**config.mk**
```make
export PLATFORM = sky130hd
export DESIGN_NAME = pswc_top
export DESIGN_NICKNAME = d
export VERILOG_FILES = /design/src/pswc_pkg.sv /design/src/pswc_pin_if.sv /design/src/pswc_top.sv /design/src/pswc_pin_timer.sv
export SDC_FILE = /design/constraint.sdc
export NUM_CORES = 1
export LEC_CHECK = 0
export BUFFER_PORTS_ARGS = -buffer_cell sky130_fd_sc_hd__buf_2
export CORE_AREA = 8 8 117 119
export CTS_BUF_LIST = sky130_fd_sc_hd__clkbuf_4
export CTS_CLUSTER_SIZE = 8
export DETAILED_ROUTE_END_ITERATION = 8
export DIE_AREA = 0 0 125 127
export SKIP_LAST_GASP = 1
export SYNTH_ARGS = -nofsm -noshare
export SYNTH_HDL_FRONTEND = slang
export SYNTH_SLANG_ARGS = --single-unit
export TNS_END_PERCENT = 20
```
**constraint.sdc**
```tcl
create_clock -name clk_sys_i -period 2.5 [get_ports clk_sys_i]
set_input_delay 0.5 -clock clk_sys_i [delete_from_list [all_inputs] [get_ports clk_sys_i]]
set_output_delay 0.5 -clock clk_sys_i [all_outputs]
set_load 0.1 [all_outputs]
```
**src/pswc_pkg.sv**
```systemverilog
/*
  Constants shared by the power state and wake controller: power state
  select codes, wake source codes, access targets and timing figures.
  Assumes a 100 MHz system clock; nothing else is needed around it.
*/
package pswc_pkg;

  // Clock rate in MHz.
  localparam int CLK_MHZ = 100;

  // Power state select field codes.
  localparam logic [1:0] PSS_FULL = 2'h0;
  localparam logic [1:0] PSS_WOL = 2'h1;
  localparam logic [1:0] PSS_ENERGY = 2'h2;

  // Wake source status codes.
  localparam logic [1:0] WSS_NONE = 2'h0;
  localparam logic [1:0] WSS_ENERGY = 2'h1;
  localparam logic [1:0] WSS_FRAME = 2'h2;

  // Access targets presented with each host read or write strobe.
  localparam logic [1:0] TGT_POWER_CTRL = 2'h0;
  localparam logic [1:0] TGT_WAKE_TEST = 2'h1;
  localparam logic [1:0] TGT_INT_STATUS = 2'h2;
  localparam logic [1:0] TGT_OTHER = 2'h3;

  // Longest time from the wake write to the ready flag, in microseconds.
  localparam int RESUME_TIME_US = 2000;
  localparam int RESUME_CYC = RESUME_TIME_US * CLK_MHZ;

  // Width of the wake pin pulse, in milliseconds.
  localparam int PULSE_TIME_MS = 50;
  localparam int PULSE_CYC = PULSE_TIME_MS * 1000 * CLK_MHZ;

  // Counter width able to hold both counts.
  localparam int CNT_W = 23;

  // Controller states.
  typedef enum logic [1:0] {
    PSWC_FULL,
    PSWC_WOL_SLEEP,
    PSWC_ENERGY_SLEEP,
    PSWC_RESUMING
  } pswc_state_t;

endpackage

```
**src/pswc_pin_if.sv**
```systemverilog
/*
  Carrier between the controller and its wake pin timer: the pin
  condition, the pulse select and the timed pin level coming back.
  Assumes both ends run on the same clock.
*/
`timescale 1ns/1ps
`default_nettype none
interface pswc_pin_if;
  logic cond;
  logic pulse_sel;
  logic active;
  modport ctl(output cond, output pulse_sel, input active);
  modport tmr(input cond, input pulse_sel, output active);
endinterface
`default_nettype wire

```
**src/pswc_top.sv**
```systemverilog
/*
  Power state and wake controller: one full power state and two sleep
  states, clock gating, ready flag, wake detection, wake pin and the
  wake event interrupt status, plus the PHY power-down controls.
  Assumes host strobes and line inputs are synchronous to clk_sys_i.
*/
// What this block does
// - One full-power state, two sleeps; sleeping permits only power control reads.
// - Ready flag is clear in sleep, set again only in full power.
// - After reset or wake, writes are ignored until one read occurs.
// - Any wake test write in sleep returns to full power, select to 00.
// - Writing 01 to power select enters wake-on-LAN sleep, clears ready.
// - Wake-on-LAN sleep keeps PHY, internal clock, receive block; gates MAC, host.
// - Wake-on-LAN sleep enables frame detection; detection sets wake source 10b.
// - Frame detection drives wake pin only with LAN enable and pin enable.
// - Any wake event sets the interrupt status flag whatever the pin enable.
// - Writing 10 to power select enters energy sleep, clears ready.
// - Energy sleep stops internal, MAC, host clocks; PHY in energy power-down.
// - Carrier in energy sleep sets wake source 01b; pin with both enables.
// - Carrier already present at energy sleep entry is detected at once.
// - Interrupt flag holds while the wake event persists.
// - With the event gone, writing one clears the interrupt flag.
// - Host interrupt follows the flag and its enable, not the pin.
// - Pulse select gives a 50 ms pin pulse, otherwise a steady level.
// - Pin drops when wake source, its enable or pin enable clears.
// - PHY general power-down bit holds PHY down; clearing resets it.
// - PHY energy power-down with no energy idles PHY; energy sets flag.
// - Ready is set within 2 ms after the wake test write.
`timescale 1ns/1ps
`default_nettype none
module pswc_top #(
  parameter int RESUME_CYCLES = pswc_pkg::RESUME_CYC,
  parameter int PULSE_CYCLES = pswc_pkg::PULSE_CYC
) (
  input wire logic clk_sys_i,
  input wire logic rst_b_i,
  input wire logic ce_i,
  input wire logic acc_rd_i,
  input wire logic acc_wr_i,
  input wire logic [1:0] acc_target_i,
  input wire logic [1:0] wr_power_state_select_i,
  input wire logic wr_wake_on_lan_enable_i,
  input wire logic wr_energy_wake_enable_i,
  input wire logic wr_wake_pin_enable_i,
  input wire logic wr_wake_pin_pulse_select_i,
  input wire logic [1:0] wr_wake_source_clear_i,
  input wire logic wr_wake_int_clear_i,
  input wire logic wake_int_enable_i,
  input wire logic wake_frame_det_i,
  input wire logic magic_frame_det_i,
  input wire logic line_energy_present_i,
  input wire logic phy_general_powerdown_i,
  input wire logic phy_energy_powerdown_bit_i,
  input wire logic phy_energy_flag_clear_i,
  output logic device_ready_o,
  output logic rd_accept_o,
  output logic wr_accept_o,
  output logic [1:0] power_state_select_o,
  output logic [1:0] wake_source_status_o,
  output logic wake_on_lan_enable_o,
  output logic energy_wake_enable_o,
  output logic wake_pin_enable_o,
  output logic wake_pin_pulse_select_o,
  output logic wake_int_status_o,
  output logic host_irq_o,
  output logic wake_pin_o,
  output logic mac_clk_en_o,
  output logic host_if_clk_en_o,
  output logic internal_clk_en_o,
  output logic phy_clk_en_o,
  output logic rx_pm_active_o,
  output logic phy_energy_powerdown_o,
  output logic phy_powered_o,
  output logic phy_tx_enable_o,
  output logic phy_auto_reset_o,
  output logic phy_energy_flag_o
);

  localparam logic [pswc_pkg::CNT_W-1:0] RESUME_LAST =
    pswc_pkg::CNT_W'(RESUME_CYCLES - 1);
  localparam logic [pswc_pkg::CNT_W-1:0] CNT_ZERO = '0;

  pswc_pkg::pswc_state_t state_reg;
  pswc_pkg::pswc_state_t state_next;
  logic [pswc_pkg::CNT_W-1:0] resume_cnt_reg;
  logic [pswc_pkg::CNT_W-1:0] resume_cnt_next;
  logic read_seen_reg;
  logic read_seen_next;
  logic [1:0] pss_reg;
  logic [1:0] pss_next;
  logic [1:0] wss_reg;
  logic [1:0] wss_next;
  logic wake_on_lan_enable_reg;
  logic energy_wake_enable_reg;
  logic pin_en_reg;
  logic pulse_sel_reg;
  logic wint_reg;
  logic wint_next;
  logic gen_pd_reg;
  logic energy_reg;
  logic auto_reset_reg;
  logic eflag_reg;

  logic in_full;
  logic in_sleep;
  logic wr_ok;
  logic wr_ctrl;
  logic wr_wake;
  logic wr_int;
  logic frame_hit;
  logic energy_hit;
  logic wake_event;
  logic ed_mode;
  logic ed_idle;

  pswc_pin_if pin_bus();

  // Target test used by both the read and write gates.
  function automatic logic is_target(input logic [1:0] tgt,
                                     input logic [1:0] want);
    is_target = (tgt == want);
  endfunction

  // State decodes.
  assign in_full = (state_reg == pswc_pkg::PSWC_FULL);
  assign in_sleep = (state_reg == pswc_pkg::PSWC_WOL_SLEEP) ||
                    (state_reg == pswc_pkg::PSWC_ENERGY_SLEEP);

  // Reads of anything but power control are refused when not ready; the
  // wake test write is the only write let through while not ready, and
  // nothing is written before the first read.
  assign rd_accept_o = acc_rd_i &&
    (in_full || is_target(acc_target_i, pswc_pkg::TGT_POWER_CTRL));
  assign wr_ok = acc_wr_i && read_seen_reg &&
    (in_full || is_target(acc_target_i, pswc_pkg::TGT_WAKE_TEST));
  assign wr_accept_o = wr_ok;
  assign wr_ctrl = wr_ok && in_full &&
    is_target(acc_target_i, pswc_pkg::TGT_POWER_CTRL);
  assign wr_wake = wr_ok && in_sleep &&
    is_target(acc_target_i, pswc_pkg::TGT_WAKE_TEST);
  assign wr_int = wr_ok && in_full &&
    is_target(acc_target_i, pswc_pkg::TGT_INT_STATUS);

  // Detection is armed only by the matching sleep state; energy is a
  // level, so a carrier present at entry is caught on the first cycle.
  assign frame_hit = (state_reg == pswc_pkg::PSWC_WOL_SLEEP) &&
    (wake_frame_det_i || magic_frame_det_i);
  assign energy_hit = (state_reg == pswc_pkg::PSWC_ENERGY_SLEEP) &&
    line_energy_present_i;

  // The internal wake event lasts while a source bit and its enable hold.
  assign wake_event = (wss_reg[1] && wake_on_lan_enable_reg) ||
                      (wss_reg[0] && energy_wake_enable_reg);

  // Pin condition for the timer; pin enable gates the pin only.
  assign pin_bus.cond = wake_event && pin_en_reg;
  assign pin_bus.pulse_sel = pulse_sel_reg;

  // Power state sequencing.
  always_comb begin
    state_next = state_reg;
    resume_cnt_next = resume_cnt_reg;
    pss_next = pss_reg;
    case (state_reg)
      pswc_pkg::PSWC_FULL: begin
        if (wr_ctrl) begin
          if (wr_power_state_select_i == pswc_pkg::PSS_WOL) begin
            state_next = pswc_pkg::PSWC_WOL_SLEEP;
            pss_next = pswc_pkg::PSS_WOL;
          end else if (wr_power_state_select_i == pswc_pkg::PSS_ENERGY) begin
            state_next = pswc_pkg::PSWC_ENERGY_SLEEP;
            pss_next = pswc_pkg::PSS_ENERGY;
          end
        end
      end
      pswc_pkg::PSWC_WOL_SLEEP, pswc_pkg::PSWC_ENERGY_SLEEP: begin
        if (wr_wake) begin
          state_next = pswc_pkg::PSWC_RESUMING;
          pss_next = pswc_pkg::PSS_FULL;
          resume_cnt_next = RESUME_LAST;
        end
      end
      pswc_pkg::PSWC_RESUMING: begin
        // Counting down keeps ready within the resume limit.
        if (resume_cnt_reg == CNT_ZERO) begin
          state_next = pswc_pkg::PSWC_FULL;
        end else begin
          resume_cnt_next = resume_cnt_reg - 1'b1;
        end
      end
      default: begin
        state_next = pswc_pkg::PSWC_FULL;
        pss_next = pswc_pkg::PSS_FULL;
      end
    endcase
  end

  // First-read tracking: cleared on the return to full power.
  always_comb begin
    read_seen_next = read_seen_reg;
    if (state_reg == pswc_pkg::PSWC_RESUMING) begin
      read_seen_next = 1'b0;
    end else if (acc_rd_i && rd_accept_o) begin
      read_seen_next = 1'b1;
    end
  end

  // Wake source: a detection wins over a clear in the same cycle.
  always_comb begin
    wss_next = wss_reg;
    if (wr_ctrl) begin
      wss_next = wss_reg & ~wr_wake_source_clear_i;
    end
    if (frame_hit) begin
      wss_next = pswc_pkg::WSS_FRAME;
    end else if (energy_hit) begin
      wss_next = pswc_pkg::WSS_ENERGY;
    end
  end

  // Interrupt flag: held by a live event, cleared by a one otherwise.
  always_comb begin
    wint_next = wint_reg;
    if (wr_int && wr_wake_int_clear_i) begin
      wint_next = 1'b0;
    end
    if (wake_event) begin
      wint_next = 1'b1;
    end
  end

  always_ff @(posedge clk_sys_i) begin
    if (!rst_b_i) begin
      state_reg <= pswc_pkg::PSWC_FULL;
      resume_cnt_reg <= CNT_ZERO;
      read_seen_reg <= 1'b0;
      pss_reg <= pswc_pkg::PSS_FULL;
      wss_reg <= pswc_pkg::WSS_NONE;
      wint_reg <= 1'b0;
    end else if (ce_i) begin
      state_reg <= state_next;
      resume_cnt_reg <= resume_cnt_next;
      read_seen_reg <= read_seen_next;
      pss_reg <= pss_next;
      wss_reg <= wss_next;
      wint_reg <= wint_next;
    end
  end

  // Enables change only through an accepted power control write.
  always_ff @(posedge clk_sys_i) begin
    if (!rst_b_i) begin
      wake_on_lan_enable_reg <= 1'b0;
      energy_wake_enable_reg <= 1'b0;
      pin_en_reg <= 1'b0;
      pulse_sel_reg <= 1'b0;
    end else if (ce_i && wr_ctrl) begin
      wake_on_lan_enable_reg <= wr_wake_on_lan_enable_i;
      energy_wake_enable_reg <= wr_energy_wake_enable_i;
      pin_en_reg <= wr_wake_pin_enable_i;
      pulse_sel_reg <= wr_wake_pin_pulse_select_i;
    end
  end

  // PHY power-down: energy mode is the bit or the energy sleep itself.
  assign ed_mode = phy_energy_powerdown_bit_i ||
    (state_reg == pswc_pkg::PSWC_ENERGY_SLEEP);
  assign ed_idle = ed_mode && !line_energy_present_i;

  // The energy flag is sticky; a new energy edge beats the clear.
  always_ff @(posedge clk_sys_i) begin
    if (!rst_b_i) begin
      gen_pd_reg <= 1'b0;
      energy_reg <= 1'b0;
      auto_reset_reg <= 1'b0;
      eflag_reg <= 1'b0;
    end else if (ce_i) begin
      gen_pd_reg <= phy_general_powerdown_i;
      energy_reg <= line_energy_present_i;
      auto_reset_reg <= gen_pd_reg && !phy_general_powerdown_i;
      if (ed_mode && line_energy_present_i && !energy_reg) begin
        eflag_reg <= 1'b1;
      end else if (phy_energy_flag_clear_i) begin
        eflag_reg <= 1'b0;
      end
    end
  end

  pswc_pin_timer #(
    .PULSE_CYCLES(PULSE_CYCLES)
  ) u_pin_timer (
    .clk_sys_i(clk_sys_i),
    .rst_b_i(rst_b_i),
    .ce_i(ce_i),
    .pin(pin_bus)
  );

  // Ready and clock gating follow the state directly.
  assign device_ready_o = in_full;
  assign mac_clk_en_o = in_full;
  assign host_if_clk_en_o = in_full;
  assign internal_clk_en_o =
    (state_reg != pswc_pkg::PSWC_ENERGY_SLEEP);
  assign phy_clk_en_o = internal_clk_en_o;
  assign rx_pm_active_o = in_full ||
    (state_reg == pswc_pkg::PSWC_WOL_SLEEP);
  assign phy_energy_powerdown_o = ed_mode;
  assign phy_powered_o = !phy_general_powerdown_i && !ed_idle;
  assign phy_tx_enable_o = phy_powered_o;
  assign phy_auto_reset_o = auto_reset_reg;
  assign phy_energy_flag_o = eflag_reg;

  // Status readback and interrupt.
  assign power_state_select_o = pss_reg;
  assign wake_source_status_o = wss_reg;
  assign wake_on_lan_enable_o = wake_on_lan_enable_reg;
  assign energy_wake_enable_o = energy_wake_enable_reg;
  assign wake_pin_enable_o = pin_en_reg;
  assign wake_pin_pulse_select_o = pulse_sel_reg;
  assign wake_int_status_o = wint_reg;
  assign host_irq_o = wint_reg && wake_int_enable_i;
  assign wake_pin_o = pin_bus.active;

endmodule
`default_nettype wire

```
**src/pswc_pin_timer.sv**
```systemverilog
/*
  Wake pin timer: drives the pin level from the wake condition, either
  as a fixed width pulse or as a steady level.
  Assumes synchronous active low reset and a shared clock enable.
*/
`timescale 1ns/1ps
`default_nettype none
module pswc_pin_timer #(
  parameter int PULSE_CYCLES = pswc_pkg::PULSE_CYC
) (
  input wire logic clk_sys_i,
  input wire logic rst_b_i,
  input wire logic ce_i,
  pswc_pin_if.tmr pin
);

  localparam logic [pswc_pkg::CNT_W-1:0] LOAD =
    pswc_pkg::CNT_W'(PULSE_CYCLES - 1);
  localparam logic [pswc_pkg::CNT_W-1:0] ZERO = '0;

  logic cond_reg;
  logic active_reg;
  logic active_next;
  logic [pswc_pkg::CNT_W-1:0] cnt_reg;
  logic [pswc_pkg::CNT_W-1:0] cnt_next;
  logic rise;
  logic cnt_done;

  // A new pulse starts only on a fresh rise of the condition.
  assign rise = pin.cond & ~cond_reg;
  assign cnt_done = (cnt_reg == ZERO);

  // Level mode follows the condition; pulse mode times out.
  always_comb begin
    active_next = 1'b0;
    cnt_next = cnt_reg;
    if (!pin.cond) begin
      active_next = 1'b0;
      cnt_next = ZERO;
    end else if (!pin.pulse_sel) begin
      active_next = 1'b1;
    end else if (rise) begin
      active_next = 1'b1;
      cnt_next = LOAD;
    end else if (active_reg && !cnt_done) begin
      active_next = 1'b1;
      cnt_next = cnt_reg - 1'b1;
    end
  end

  always_ff @(posedge clk_sys_i) begin
    if (!rst_b_i) begin
      cond_reg <= 1'b0;
      active_reg <= 1'b0;
      cnt_reg <= ZERO;
    end else if (ce_i) begin
      cond_reg <= pin.cond;
      active_reg <= active_next;
      cnt_reg <= cnt_next;
    end
  end

  assign pin.active = active_reg;

endmodule
`default_nettype wire

```
; ---- After elaboration in Yosys (flattened, before gate mapping)
; Index checks and enable logic that the tools add are counted.
[word_totals]
regBits = 64
output_inout_bits = 24
word_cells = 120
[op_classes]
add_sub_neg = 2
eq_ne = 15
n_mux = 28
bitwise_logic = 4
n_reduce_logical = 54
[op_table]
columns = cell, count
row1 = 2-to-1 mux 23 bit, 6
row2 = zero test 23 bit, 2
row3 = case mux 23 bit (2 select lines), 1
row4 = "subtractor 23 x 1 -> 23 bit, second input constant", 2
row5 = logical AND 1 bit, 23
row6 = 2-to-1 mux 2 bit, 9
row7 = 2-to-1 mux 1 bit, 10
row8 = "!= test 2 bit, second input constant", 5
row9 = AND reduction 5 bit, 2
row10 = nonzero test 2 bit, 5
row11 = "equality test 2 bit, second input constant", 4
row12 = AND reduction 2 bit, 4
row13 = logical OR 1 bit, 7
row14 = "equality test 2 x 1 -> 1 bit, second input constant", 3
row15 = case mux 2 bit (3 select lines), 1
row16 = zero test 1 bit, 5
row17 = zero test 2 bit, 2
row18 = case mux 2 bit (2 select lines), 1
row19 = AND reduction 4 bit, 1
row20 = "!= test 3 x 1 -> 1 bit, second input constant", 1
row21 = "!= test 3 bit, second input constant", 1
row22 = AND reduction 3 bit, 1
row23 = nonzero test 3 bit, 1
row24 = AND 2 bit, 1
row25 = other kinds (5), 5

; ---- Depth between registers and ports, before layout
; Gate-level depths: netlist of the first run.
[logic_depth]
word_depth = 8
mapped_depth = 9

; ---- Cells and area by module
; A second synthesis of the first run with hierarchy kept.
[hier_totals]
hier_cells = 452
area_unflattened_um2 = 3738.6
[by_module_without_submodules]
columns = module, n_inst, cells_each, area_each_um2
row1 = pswc_top, 1, 258, 2129.5
row2 = pswc_pin_timer, 1, 194, 1609.0

; ---- Worst setup path before layout of the first run
; OpenSTA, ideal clock, no wires.
[synth_path]
kind = flip-flop to output port
startpoint = register state_reg[0]
endpoint = output port wr_accept_o
arrival_ns = 2.711
required_ns = 2.000
setup_slack_ns = -0.711
path_stages_with_launch = 5
path_buffers = 0
path_cell_list = dfxtp_1 inv_1 ha_1 a21oi_1 nor2_1
[synth_between]
elab_chain_len = 3
[synth_rtl]
columns = element, line_no
row1 = "start, declared", pswc_top.sv:83  ; pswc_pkg::pswc_state_t state_reg;
row2 = "start signal, assigned", pswc_top.sv:234  ; state_reg <= pswc_pkg::PSWC_FULL;
row3 = "start signal, assigned", pswc_top.sv:241  ; state_reg <= state_next;
row4 = zero test 2 bit, pswc_top.sv:125  ; assign in_full = (state_reg == pswc_pkg::PSWC_FULL);
row5 = named net device_ready_o, pswc_top.sv:55  ; output logic device_ready_o,
row6 = logical OR 1 bit, pswc_top.sv:135  ; (in_full || is_target(acc_target_i, pswc_pkg::TGT_WAKE_TEST));
row7 = logical AND 1 bit, pswc_top.sv:134  ; assign wr_ok = acc_wr_i && read_seen_reg &&
row8 = "end, declared", pswc_top.sv:57  ; output logic wr_accept_o,
; The timed path passes the listed nets, and every way through them passes these cells.

; ---- Worst setup path after layout of the first run
[layout_path]
startpoint = register resume_cnt_reg[9] in the netlist's numbering
endpoint = register resume_cnt_reg[3] in the netlist's numbering
[layout_between]
elab_chain_len = 3
[layout_rtl]
columns = element, line_no
row1 = "start, declared", pswc_top.sv:85  ; logic [pswc_pkg::CNT_W-1:0] resume_cnt_reg;
row2 = "start signal, assigned", pswc_top.sv:242  ; resume_cnt_reg <= resume_cnt_next;
row3 = zero test 23 bit, pswc_top.sv:185  ; if (resume_cnt_reg == CNT_ZERO) begin
row4 = != test 2 bit (no line), -
row5 = AND reduction 4 bit (no line), -
; No other way between the ends.
; A chain may end at the register's enable or synchronous reset.

==> results of run 1 <==
metal layers:
metal / global-route usage, % / vias to the layer above / wire (um)
met1: 16.4 / 1782 / 4760
met5: 0 / - / 0
met2: 21.3 / 103 / 4950
met3: 3.45 / 18 / 489
li1: - / 1833 / -
met4: 4.66 / 0 / 167
path summary, 6_finish.rpt:
kind	slack [ps]	start	to	depth (start not counted)
worst min register to register	460	power_state_select_o[1]	power_state_select_o[1]	2
worst max-delay path	90	resume_cnt_reg[9]	resume_cnt_reg[3]	5
worst max register to register	90	resume_cnt_reg[9]	resume_cnt_reg[3]	5
worst min-delay path	290	wr_wake_pin_enable_i	wake_pin_enable_o	3
cells in the mapped netlist, types with 12 or more instances:
library cell,n,share of area [%]
a21oi_1,40,5.5
a31oi_1,13,2.2
dfxtp_1,64,35
inv_1,15,1.5
nand2_1,35,3.6
nand3_1,17,2.3
nor2_1,37,3.8
nor3_1,12,1.6
o21ai_0,19,2.6
o31ai_1,14,2.9
or3_1,12,2.0
or4_1,17,3.5
power groups by stage:
stage | Sequential, uW | Clock (uW) | Combinational, uW
detailed placement | 1120 | 0 | 684
floorplan | 1140 | 0 | 541
finish | 1100 | 928 | 689
global placement | 1120 | 0 | 674
CTS | 1100 | 950 | 686
global route | 1110 | 992 | 747
worst max-delay path, delay by kind of cell, from the launching register on:
kind	cells	cell delay, ps
flip-flops	1	360
AND/OR/NAND/NOR	3	1290
AO/OA/AOI/OAI	2	670
cells by family after synthesis:
kind of cell / Yosys count / share of synthesized area (%)
simple gates: 180 / 27.2
mux: 6 / 1.64
buf+inv: 40 / 5.18
fa+ha+maj: 7 / 2.39
xor+xnor: 3 / 0.716
flops: 64 / 34.9
compound gates: 145 / 27.9
cell type report:
class	count	area (um2)	area share (%)
multi-input cells	341	2210	50.7
flip-flops and latches	64	1280	29.3
repair buffers	73	438	10.0
well taps	147	184	4.21
clock inverters	7	120	2.75
clock buffers	9	67.6	1.55
inverters	17	63.8	1.46
what timing repair did:
item / 4_1_cts / 5_1_grt
pin swaps: 0 / 0
endpoints found under the setup margin: 2 / 9
gates resized for setup: 0 / 4
through the flow:
| stage | area (um2) | cells | hold slack, ps |
|---|---|---|---|
| finish | 4370 | 658 | 287 |
| global placement | 4170 | 642 | 439 |
| global route | 4370 | 658 | 281 |
| floorplan | 3680 | 445 | 421 |
| detailed placement | 4170 | 642 | 444 |
| CTS | 4360 | 658 | 258 |
==> out/results.ini, run 1 <==
[status]
status = completed

[detailed_routing]
wire_per_inst_um = 15.8
drc = 0
firstDrtPassIters = 5
routed_wirelength_mm = 10.4
postRouteAntennaNets = 0
drt_iter0_markers = 381
vias = 3736
vias_per_cell = 5.68

[sta]
final-hold-violation-count = 0
max_slew_margin_pct = 26.6
rsz0062_at_grt = yes
tns_ps = 0
fmax_mhz = 415
period_needed_ps = 2410
period_share_pct = 96.4
finalSetupViolations = 0
layout_setup_ws_ps = 89.1
finClkSkew_ps = 21.7
maxSlewViolCount = 0
worstMarginPinSlew_ps = 1090

[worst_setup_path]
cp_cell_sequence = or4_4, or3_1, o31a_1, a211o_1, and3_1
worst_ep_arrival_time_ps = 2730
required_ps = 2820
cp-end-kind = flip-flop
cp_max_fo = 10
critical_path.max_stage_delay_ps = 570
crit_type = flip-flop to flip-flop
setup.worst_path.start_class = flip-flop
slowest_stage = or3_1

[placed_design]
port_buffers = 46
place.gp.congestion = 0.892
pre_cts_slack_ps = 105
place_hpwl_mm = 7.44

[global_routing]
grt_pass1_vias = 3579
grt_use_total_pct = 13.1
grt_max_degree = 28
grt_pass1_wl_mm = 17.5
antenna_found_initial = 0
overflow = 0

[pwr]
ir_drop_v = 0.000263
seqPwrFrac_pct = 40.5
p_comb_share_pct = 25.3
p_clk_share_pct = 34.2
power.total_uw = 2720
switching_power_uw = 939
swShare_pct = 34.6
power.internal_uw = 1780
power.leakage_uw = 0.00172
p_per_area_mw_per_mm2 = 622

[yosys]
yosysUniqueCellTypes = 66
synth-edff-count = 0
ys_seq_elements = 64
synth_nets = 475
async_reset_ff_share_pct = 0
synth_cells = 445
yosysWarnings = 0
yosysSeqAreaShare_pct = 34.9
syn_area_mm2 = 0.00367
syn_area_per_cell_um2 = 8.25
synth_ff_type = dfxtp_1

[die]
dieArea_mm2 = 0.0159
rows = 40
ios = 47
die_x_um = 125
die_h_um = 127
start_util_pct = 31.1
core-area_mm2 = 0.0118

[worst_hold_path]
hold_class = input port to flip-flop

[finish]
utilization_pct = 37.0
fill_cells = 1214
nNetsFinal = 536
final_cell_mix = 64 x dfxtp_1, 44 x buf_2, 40 x a21oi_1, 35 x nand2_1, 35 x nor2_1
final_common_cell = dfxtp_1
num_antenna_cells = 0
drive_gt1_share_pct = 22.1
syn_to_final_growth_pct = 19.0

[cts]
cts_setup_buffers = 0
cts_max_level = 3
tritoncts = done
cts_buffer_depth = 2
path_clk_slew_ps = 130
cts_buffers = 9
cts_sinks = 64
clk-insertion-delay-late_ps = 430
root_buffer = clkbuf_4
cts_hold_buf = 0

[run]
max-cap-violations = 0

(Power assumes the default switching activity.)
==> run 2: changes to the inputs <==
Settings changed: ABC_AREA set to 1, CORE_AREA 8 8 117 119 to 8 8 123 125, DIE_AREA 0 0 125 127 to 0 0 131 133, PLACE_DENSITY_LB_ADDON set to 0.08.
==> run 2 against run 1 <==
Against the previous run: sequential share of layout area down 1.7 points; first-iteration DRC count down 42%; combinational power up 64%.
==> out/results.ini, run 2 <==
[status]
status = completed  ; unchanged

[worst_setup_path]
cp_cell_sequence = inv_1, ha_1, or2_2, a21oi_4, buf_12  ; was or4_4, or3_1, o31a_1, a211o_1, and3_1
startpoint = state_reg[0]  ; was resume_cnt_reg[9]
setup.worst_path.start_class = flip-flop  ; unchanged
cp_top_family = flip-flops  ; was simple AND/OR/NAND/NOR gates
slowest_stage = dfxtp_2  ; was or3_1
rr_startpoint = u_pin_timer.cnt_reg[6]  ; was resume_cnt_reg[9]
critical_path.max_stage_delay_ps = 360  ; was 570 ps
required_ps = 2000  ; was 2820 ps
reg2reg_to = u_pin_timer.cnt_reg[9]  ; was resume_cnt_reg[3]
reg2reg_depth = 10  ; was 5
cp_max_fo = 4  ; was 10
cp-end-kind = output port  ; was flip-flop
cp-endpoint = phy_powered_o  ; was resume_cnt_reg[3]
cp_num_buf_inv = 2  ; was 0
worst_ep_arrival_time_ps = 1880  ; was 2730 ps
reg2reg_slack_ps = 500  ; was 90 ps
crit_type = flip-flop to output port  ; was flip-flop to flip-flop
crit_cells = 5  ; unchanged

[sta]
tns_ps = 0  ; unchanged
max_slew_margin_pct = 61.3  ; was 26.6%
period_needed_ps = 2380  ; was 2410 ps
maxSlewViolCount = 0  ; unchanged
finalSetupViolations = 0  ; unchanged
final-hold-violation-count = 0  ; unchanged
rsz0062_at_grt = yes  ; unchanged
finClkSkew_ps = 21.4  ; was 21.7 ps
period_share_pct = 95.1  ; was 96.4%
worstMarginPinSlew_ps = 579  ; was 1090 ps
fmax_mhz = 421  ; was 415 MHz

[die]
die_h_um = 133  ; was 127 um
rows = 42  ; was 40
ios = 47  ; unchanged
die_x_um = 131  ; was 125 um
dieArea_mm2 = 0.0174  ; was 0.0159 mm2
core-area_mm2 = 0.0131  ; was 0.0118 mm2
start_util_pct = 31.2  ; was 31.1%

[placed_design]
place_hpwl_mm = 8.61  ; was 7.44 mm
port_buffers = 46  ; unchanged
placed_cells_incl_taps = 876  ; was 642
place.gp.congestion = 0.811  ; was 0.892

[cts]
cts_setup_buffers = 0  ; unchanged
cts_max_level = 3  ; unchanged
clk-insertion-delay-late_ps = 430  ; about the same
tritoncts = done  ; unchanged
root_buffer = clkbuf_4  ; unchanged
cts_buffers = 9  ; unchanged
cts_sinks = 64  ; unchanged
cts_hold_buf = 0  ; unchanged
path_clk_slew_ps = 110  ; was 130 ps
cts_buffer_depth = 2  ; unchanged

[yosys]
ys_top_cells_by_area = dfxtp_1 31%, nand2_1 18%, nor2_1 12%, inv_1 6.0%, a21oi_1 5.9%  ; was dfxtp_1 35%, a21oi_1 5.5%, nor2_1 3.8%, nand2_1 3.6%, or4_1 3.5%
syn_area_mm2 = 0.00409  ; was 0.00367 mm2
yosysUniqueCellTypes = 29  ; was 66
ys_seq_elements = 64  ; unchanged
synth_ff_type = dfxtp_1  ; unchanged
syn_area_per_cell_um2 = 6.10  ; was 8.25 um2
synth_top_area_share_pct = 31.3  ; was 34.9%
yosysSeqAreaShare_pct = 31.3  ; was 34.9%
yosys-top-cells-count = 198 x nand2_1, 129 x nor2_1, 65 x inv_1, 64 x dfxtp_1, 48 x a21oi_1  ; was 64 x dfxtp_1, 40 x a21oi_1, 37 x nor2_1, 35 x nand2_1, 19 x o21ai_0
synth_cells = 670  ; was 445
synth-edff-count = 0  ; unchanged
async_reset_ff_share_pct = 0  ; unchanged
yosys.area.top_type = dfxtp_1  ; unchanged
synth.most_common_cell = nand2_1  ; was dfxtp_1
yosysWarnings = 0  ; unchanged
synth_nets = 700  ; was 475

[finish]
final_cell_mix = 198 x nand2_1, 129 x nor2_1, 65 x inv_1, 63 x dfxtp_1, 47 x a21oi_1  ; was 64 x dfxtp_1, 44 x buf_2, 40 x a21oi_1, 35 x nand2_1, 35 x nor2_1
multi_input_area_mm2 = 0.00242  ; was 0.00221 mm2
seqCellArea_mm2 = 0.00128  ; about the same
final_common_cell = nand2_1  ; was dfxtp_1
nNetsFinal = 741  ; was 536
drive_gt1_share_pct = 14.9  ; was 22.1%
fill_cells = 1469  ; was 1214
fin_cells = 893  ; was 658
syn_to_final_growth_pct = 13.4  ; was 19.0%

[global_routing]
grt_max_degree = 34  ; was 28
antenna_found_initial = 1  ; was 0
grt_pass1_wl_mm = 19.5  ; was 17.5 mm
grt_use_total_pct = 14.1  ; was 13.1%
grt_pass1_vias = 4017  ; was 3579
overflow = 0  ; unchanged

[pwr]
ir_drop_v = 0.000294  ; was 0.000263 V
power.leakage_uw = 0.00220  ; was 0.00172 uW
p_per_area_mw_per_mm2 = 640  ; was 622 mW/mm2

[detailed_routing]
firstDrtPassIters = 6  ; was 5
vias = 4116  ; was 3736
wire_per_inst_um = 13.1  ; was 15.8 um
drc = 0  ; unchanged
postRouteAntennaNets = 0  ; unchanged
drt_iter0_markers = 222  ; was 381
routed_wirelength_mm = 11.7  ; was 10.4 mm
vias_per_cell = 4.61  ; was 5.68

[worst_hold_path]
hold_class = input port to flip-flop  ; unchanged

[run]
max-cap-violations = 0  ; unchanged

## run 2: layer usage
metal  vias up  GRT usage [%]  routed length [um]
met5         -              0                   0
met4         0           3.06                 101
met3         6           3.70                 346
met2        40           25.0                5950
met1      1870           16.3                5320
li1       2200              -                   -
## run 2: final cells by class
cell class / instances / share of cell area (%)
diodes: 1 / 0.0540
clock buffers: 10 / 1.62
clock inverters: 6 / 1.30
inverters: 68 / 5.51
multi-input cells: 514 / 52.1
flip-flops and latches: 64 / 27.7
well taps: 176 / 4.75
repair buffers: 54 / 6.96
## run 2: worst min path at each step
stage	end	cells after the start	startpoint
3_5_place_dp	power_state_select_o[0]	2	power_state_select_o[0]
2_1_floorplan	phy_auto_reset_o	2	gen_pd_reg
3_3_place_gp	phy_auto_reset_o	2	gen_pd_reg
5_1_grt	wake_on_lan_enable_o	3	wr_wake_on_lan_enable_i
6_report	wake_on_lan_enable_o	3	wr_wake_on_lan_enable_i
4_1_cts	energy_wake_enable_o	3	wr_energy_wake_enable_i
## run 2: worst reg2reg max path: cells and delay by family (launching register included)
| family | cells | cell delay [ps] |
|---|---|---|
| and+or+nand+nor | 10 | 1520 |
| DFF | 1 | 380 |
## run 2: kinds of logic (layout without fill, tap and decap cells)
logic type	count (synthesis)	count (layout)	synth area share [%]
flops	64	64	31.3
other cells	0	1	0
buf+inv	92	138	9.86
simple gates	410	410	42.4
compound gates	83	83	11.3
xor+xnor	14	14	3.00
fa+ha+maj	7	7	2.14
## run 2: power breakdown
| group | internal, uW | switching [uW] | total (uW) |
|---|---|---|---|
| clock | 311 | 411 | 722 |
| combinational | 355 | 778 | 1130 |
| sequential | 1070 | 45.0 | 1110 |
| total | 1730 | 1230 | 2970 |
## run 2: timing repair
action,4_1_cts,5_1_grt
endpoints found under the setup margin,2,3
hold endpoints to repair,0,0
gates resized for setup,0,12
pin swaps,0,1
## run 2: per-stage QoR
step                      util [%]  hold slack (ps)  power (uW)  instance area [um2]  setup WS, ps
after floorplan                  -              439        2060                 4100          -248
final                         35.4              294        2970                 4640           123
after global placement        34.1              448        2260                 4460           448
after detailed placement      34.1              451        2270                 4460           421
after global routing          35.4              258        3200                 4640         -17.9
after CTS                     35.2              248        3010                 4600         -91.3
==> run 3: changes to the inputs <==
Settings changed: CORE_AREA 8 8 123 125 to 8 8 126 128, DIE_AREA 0 0 131 133 to 0 0 134 136, SLEW_MARGIN set to 15, SYNTH_HIERARCHICAL set to 1.
==> run 3 against run 2 <==
Against the previous run: sequential power barely moved; clock power fell by 16%; critical path type unchanged; critical endpoint unchanged; largest cell class unchanged; flip-flop and latch count did not move; combinational power rose by 4%; synthesized cell count rose by 1.8%; first-iteration DRC count fell by 12%; largest power group unchanged; final cell count rose by 1.7%.
==> out/results.ini, run 3 <==
[status]
status = completed  ; unchanged

[yosys]
synth-edff-count = 0  ; unchanged
synthXorXnorAreaFrac_pct = 1.40  ; was 3.00%
yosys-top-cells-count = 165 x nand2_1, 95 x nor2_1, 75 x inv_1, 67 x nand3_1, 64 x dfxtp_1  ; was 198 x nand2_1, 129 x nor2_1, 65 x inv_1, 64 x dfxtp_1, 48 x a21oi_1
synth_top_area_share_pct = 29.3  ; was 31.3%
ys_top_cells_by_area = dfxtp_1 29%, nand2_1 14%, nor2_1 8.2%, nand3_1 7.7%, inv_1 6.4%  ; was dfxtp_1 31%, nand2_1 18%, nor2_1 12%, inv_1 6.0%, a21oi_1 5.9%
syn_area_per_cell_um2 = 6.41  ; was 6.10 um2
synth_top_family_by_area = simple AND/OR/NAND/NOR gates  ; unchanged
synthSimpleGateAreaFrac_pct = 43.6  ; was 42.4%
ys_seq_elements = 64  ; unchanged
yosysUniqueCellTypes = 40  ; was 29
synthAdderAreaFrac_pct = 2.00  ; was 2.14%
yosysSeqAreaShare_pct = 29.3  ; was 31.3%
synth.most_common_cell = nand2_1  ; unchanged
synthMuxAreaShare_pct = 0  ; unchanged
async_reset_ff_share_pct = 0  ; unchanged
synth_ff_type = dfxtp_1  ; unchanged
synth_cells = 682  ; was 670
yosys.area.top_type = dfxtp_1  ; unchanged
syn_area_mm2 = 0.00437  ; was 0.00409 mm2
synth_nets = 712  ; was 700
synth_compound_area_share_pct = 11.4  ; was 11.3%
yosysWarnings = 6  ; was 0

[detailed_routing]
drt_iter0_markers = 196  ; was 222
postRouteAntennaNets = 0  ; unchanged
firstDrtPassIters = 4  ; was 6
vias = 4299  ; was 4116
routed_wirelength_mm = 12.1  ; was 11.7 mm
drc = 0  ; unchanged
vias_per_cell = 4.73  ; was 4.61
wire_per_inst_um = 13.4  ; was 13.1 um

[cts]
cts_sinks = 64  ; unchanged
cts_max_level = 3  ; unchanged
tritoncts = done  ; unchanged
cts_buffers = 9  ; unchanged
cts_hold_buf = 0  ; unchanged
path_clk_slew_ps = 110  ; about the same
cts_setup_buffers = 0  ; unchanged
root_buffer = clkbuf_4  ; unchanged
clk-insertion-delay-late_ps = 420  ; was 430 ps
cts_buffer_depth = 2  ; unchanged

[pwr]
seqPwrFrac_pct = 38.2  ; was 37.5%
power.leakage_uw = 0.00219  ; was 0.00220 uW
p_clk_share_pct = 21.0  ; was 24.3%
power.total_uw = 2890  ; was 2970 uW
swShare_pct = 43.2  ; was 41.6%
ir_drop_v = 0.000249  ; was 0.000294 V
switching_power_uw = 1250  ; was 1230 uW
power.internal_uw = 1640  ; was 1730 uW
p_per_area_mw_per_mm2 = 605  ; was 640 mW/mm2
p_comb_share_pct = 40.7  ; was 38.2%

[sta]
finClkSkew_ps = 25.4  ; was 21.4 ps
whs_ps = 328  ; was 294 ps
finalSetupViolations = 0  ; unchanged
fmax_mhz = 415  ; was 421 MHz
max_slew_margin_pct = 63.4  ; was 61.3%
worstMarginPinSlew_ps = 549  ; was 579 ps
period_needed_ps = 2410  ; was 2380 ps
rsz0062_at_grt = yes  ; unchanged
tns_ps = 0  ; unchanged
maxSlewViolCount = 0  ; unchanged
final-hold-violation-count = 0  ; unchanged
period_share_pct = 96.4  ; was 95.1%

[worst_setup_path]
cp-end-kind = output port  ; unchanged
cp_max_fo = 4  ; unchanged
rr_startpoint = wake_source_status_o[0]  ; was u_pin_timer.cnt_reg[6]
reg2reg_to = u_pin_timer/cnt_reg[15]  ; was u_pin_timer.cnt_reg[9]
worst_ep_arrival_time_ps = 1910  ; was 1880 ps
reg2reg_depth = 10  ; unchanged
reg2reg_slack_ps = 460  ; was 500 ps
required_ps = 2000  ; about the same
crit_type = flip-flop to output port  ; unchanged
setup.worst_path.start_class = flip-flop  ; unchanged

[die]
rows = 44  ; was 42
start_util_pct = 31.2  ; about the same
dieArea_mm2 = 0.0182  ; was 0.0174 mm2
die_x_um = 134  ; was 131 um
die_h_um = 136  ; was 133 um
core-area_mm2 = 0.0140  ; was 0.0131 mm2
ios = 47  ; unchanged

[finish]
final_common_cell = nand2_1  ; unchanged
syn_to_final_growth_pct = 9.21  ; was 13.4%
drive_gt1_share_pct = 17.6  ; was 14.9%
final_area_mm2 = 0.00478  ; was 0.00464 mm2
final_cell_mix = 165 x nand2_1, 95 x nor2_1, 75 x inv_1, 67 x nand3_1, 64 x dfxtp_1  ; was 198 x nand2_1, 129 x nor2_1, 65 x inv_1, 63 x dfxtp_1, 47 x a21oi_1
nNetsFinal = 750  ; was 741
utilization_pct = 34.0  ; was 35.4%

[global_routing]
grt_max_degree = 25  ; was 34
antenna_found_initial = 1  ; unchanged
overflow = 0  ; unchanged
grt_use_total_pct = 13.4  ; was 14.1%
grt_pass1_vias = 4025  ; was 4017
grt_pass1_wl_mm = 19.9  ; was 19.5 mm

[worst_hold_path]
hold_class = input port to flip-flop  ; unchanged
whs_path_depth = 3  ; unchanged
hp-start = wr_wake_pin_pulse_select_i  ; was wr_wake_on_lan_enable_i
hold_end = wake_pin_pulse_select_o  ; was wake_on_lan_enable_o

[placed_design]
place.gp.congestion = 0.821  ; was 0.811
placed_area_mm2 = 0.00467  ; was 0.00446 mm2
place_hpwl_mm = 9.05  ; was 8.61 mm
port_buffers = 46  ; unchanged

[run]
max-cap-violations = 0  ; unchanged

-- run 3: cell types whose count changed after synthesis, sizes merged, moves of 4 or more --
cell / delta
a21oi: +4
inv: +10
nand2: -23
nand3: +32
nand4: +11
nor2: -24
xor2: -7
-- run 3: critical path, cell delays in order (launching register included) --
cell	delay, ps
dfxtp_1	370
inv_1	100
ha_1	250
or2_2	350
a21oi_4	130
buf_4	300
-- run 3: through the flow --
stage,instances,setup slack (ps)
3_5_place_dp,893,401
4_1_cts,907,-98.2
2_1_floorplan,682,-263
6_report,908,89.1
5_1_grt,908,-34.6
3_3_place_gp,893,437
-- run 3: timing repair --
action	CTS	global route
gates cloned	0	0
endpoints found under the setup margin	2	3
endpoints found under the hold margin	0	0
resized for setup	0	5
-- run 3: kinds of logic (layout without fill, tap and decap cells) --
| family | Yosys count | after routing |
|---|---|---|
| simple gates | 410 | 410 |
| buf+inv | 106 | 147 |
| compound gates | 88 | 88 |
| flops | 64 | 64 |
| fa+ha+maj | 7 | 7 |
| xor+xnor | 7 | 7 |
| other cells | 0 | 1 |
-- run 3: worst max path at each step --
stage                 startpoint               to  slack (ps)  depth (start not counted)
floorplan           state_reg[0]      rd_accept_o        -260                          4
global placement    state_reg[0]  phy_tx_enable_o         440                          5
detailed placement  state_reg[0]    phy_powered_o         400                          5
CTS                 state_reg[0]    phy_powered_o        -100                          5
global route        state_reg[0]    phy_powered_o         -30                          5
finish              state_reg[0]    phy_powered_o          90                          5
-- run 3: area by class of cell --
cell class              instances  area (um2)
diodes                          1        2.50
clock buffers                  12        90.1
clock inverters                 2        8.76
fillers                      1599        9260
inverters                      78         293
multi-input cells             512        2570
flip-flops and latches         64        1280
well taps                     184         230
repair buffers                 55         305
-- run 3: power groups by stage --
| stage | Clock (uW) | Sequential, uW | Combinational, uW |
|---|---|---|---|
| after detailed placement | 0 | 1130 | 1180 |
| after CTS | 646 | 1110 | 1190 |
| after floorplan | 0 | 1150 | 987 |
| final | 608 | 1100 | 1180 |
| after global placement | 0 | 1130 | 1180 |
| after global routing | 679 | 1110 | 1310 |
-- run 3: routing by layer --
layer  up-vias  GRT usage (%)  share of wire (%)
li1       2271              -                  -
met5         -              0                  0
met4         0           5.55                1.3
met2        67           20.5                 44
met3        10           2.99                3.8
met1      1951           17.9                 50
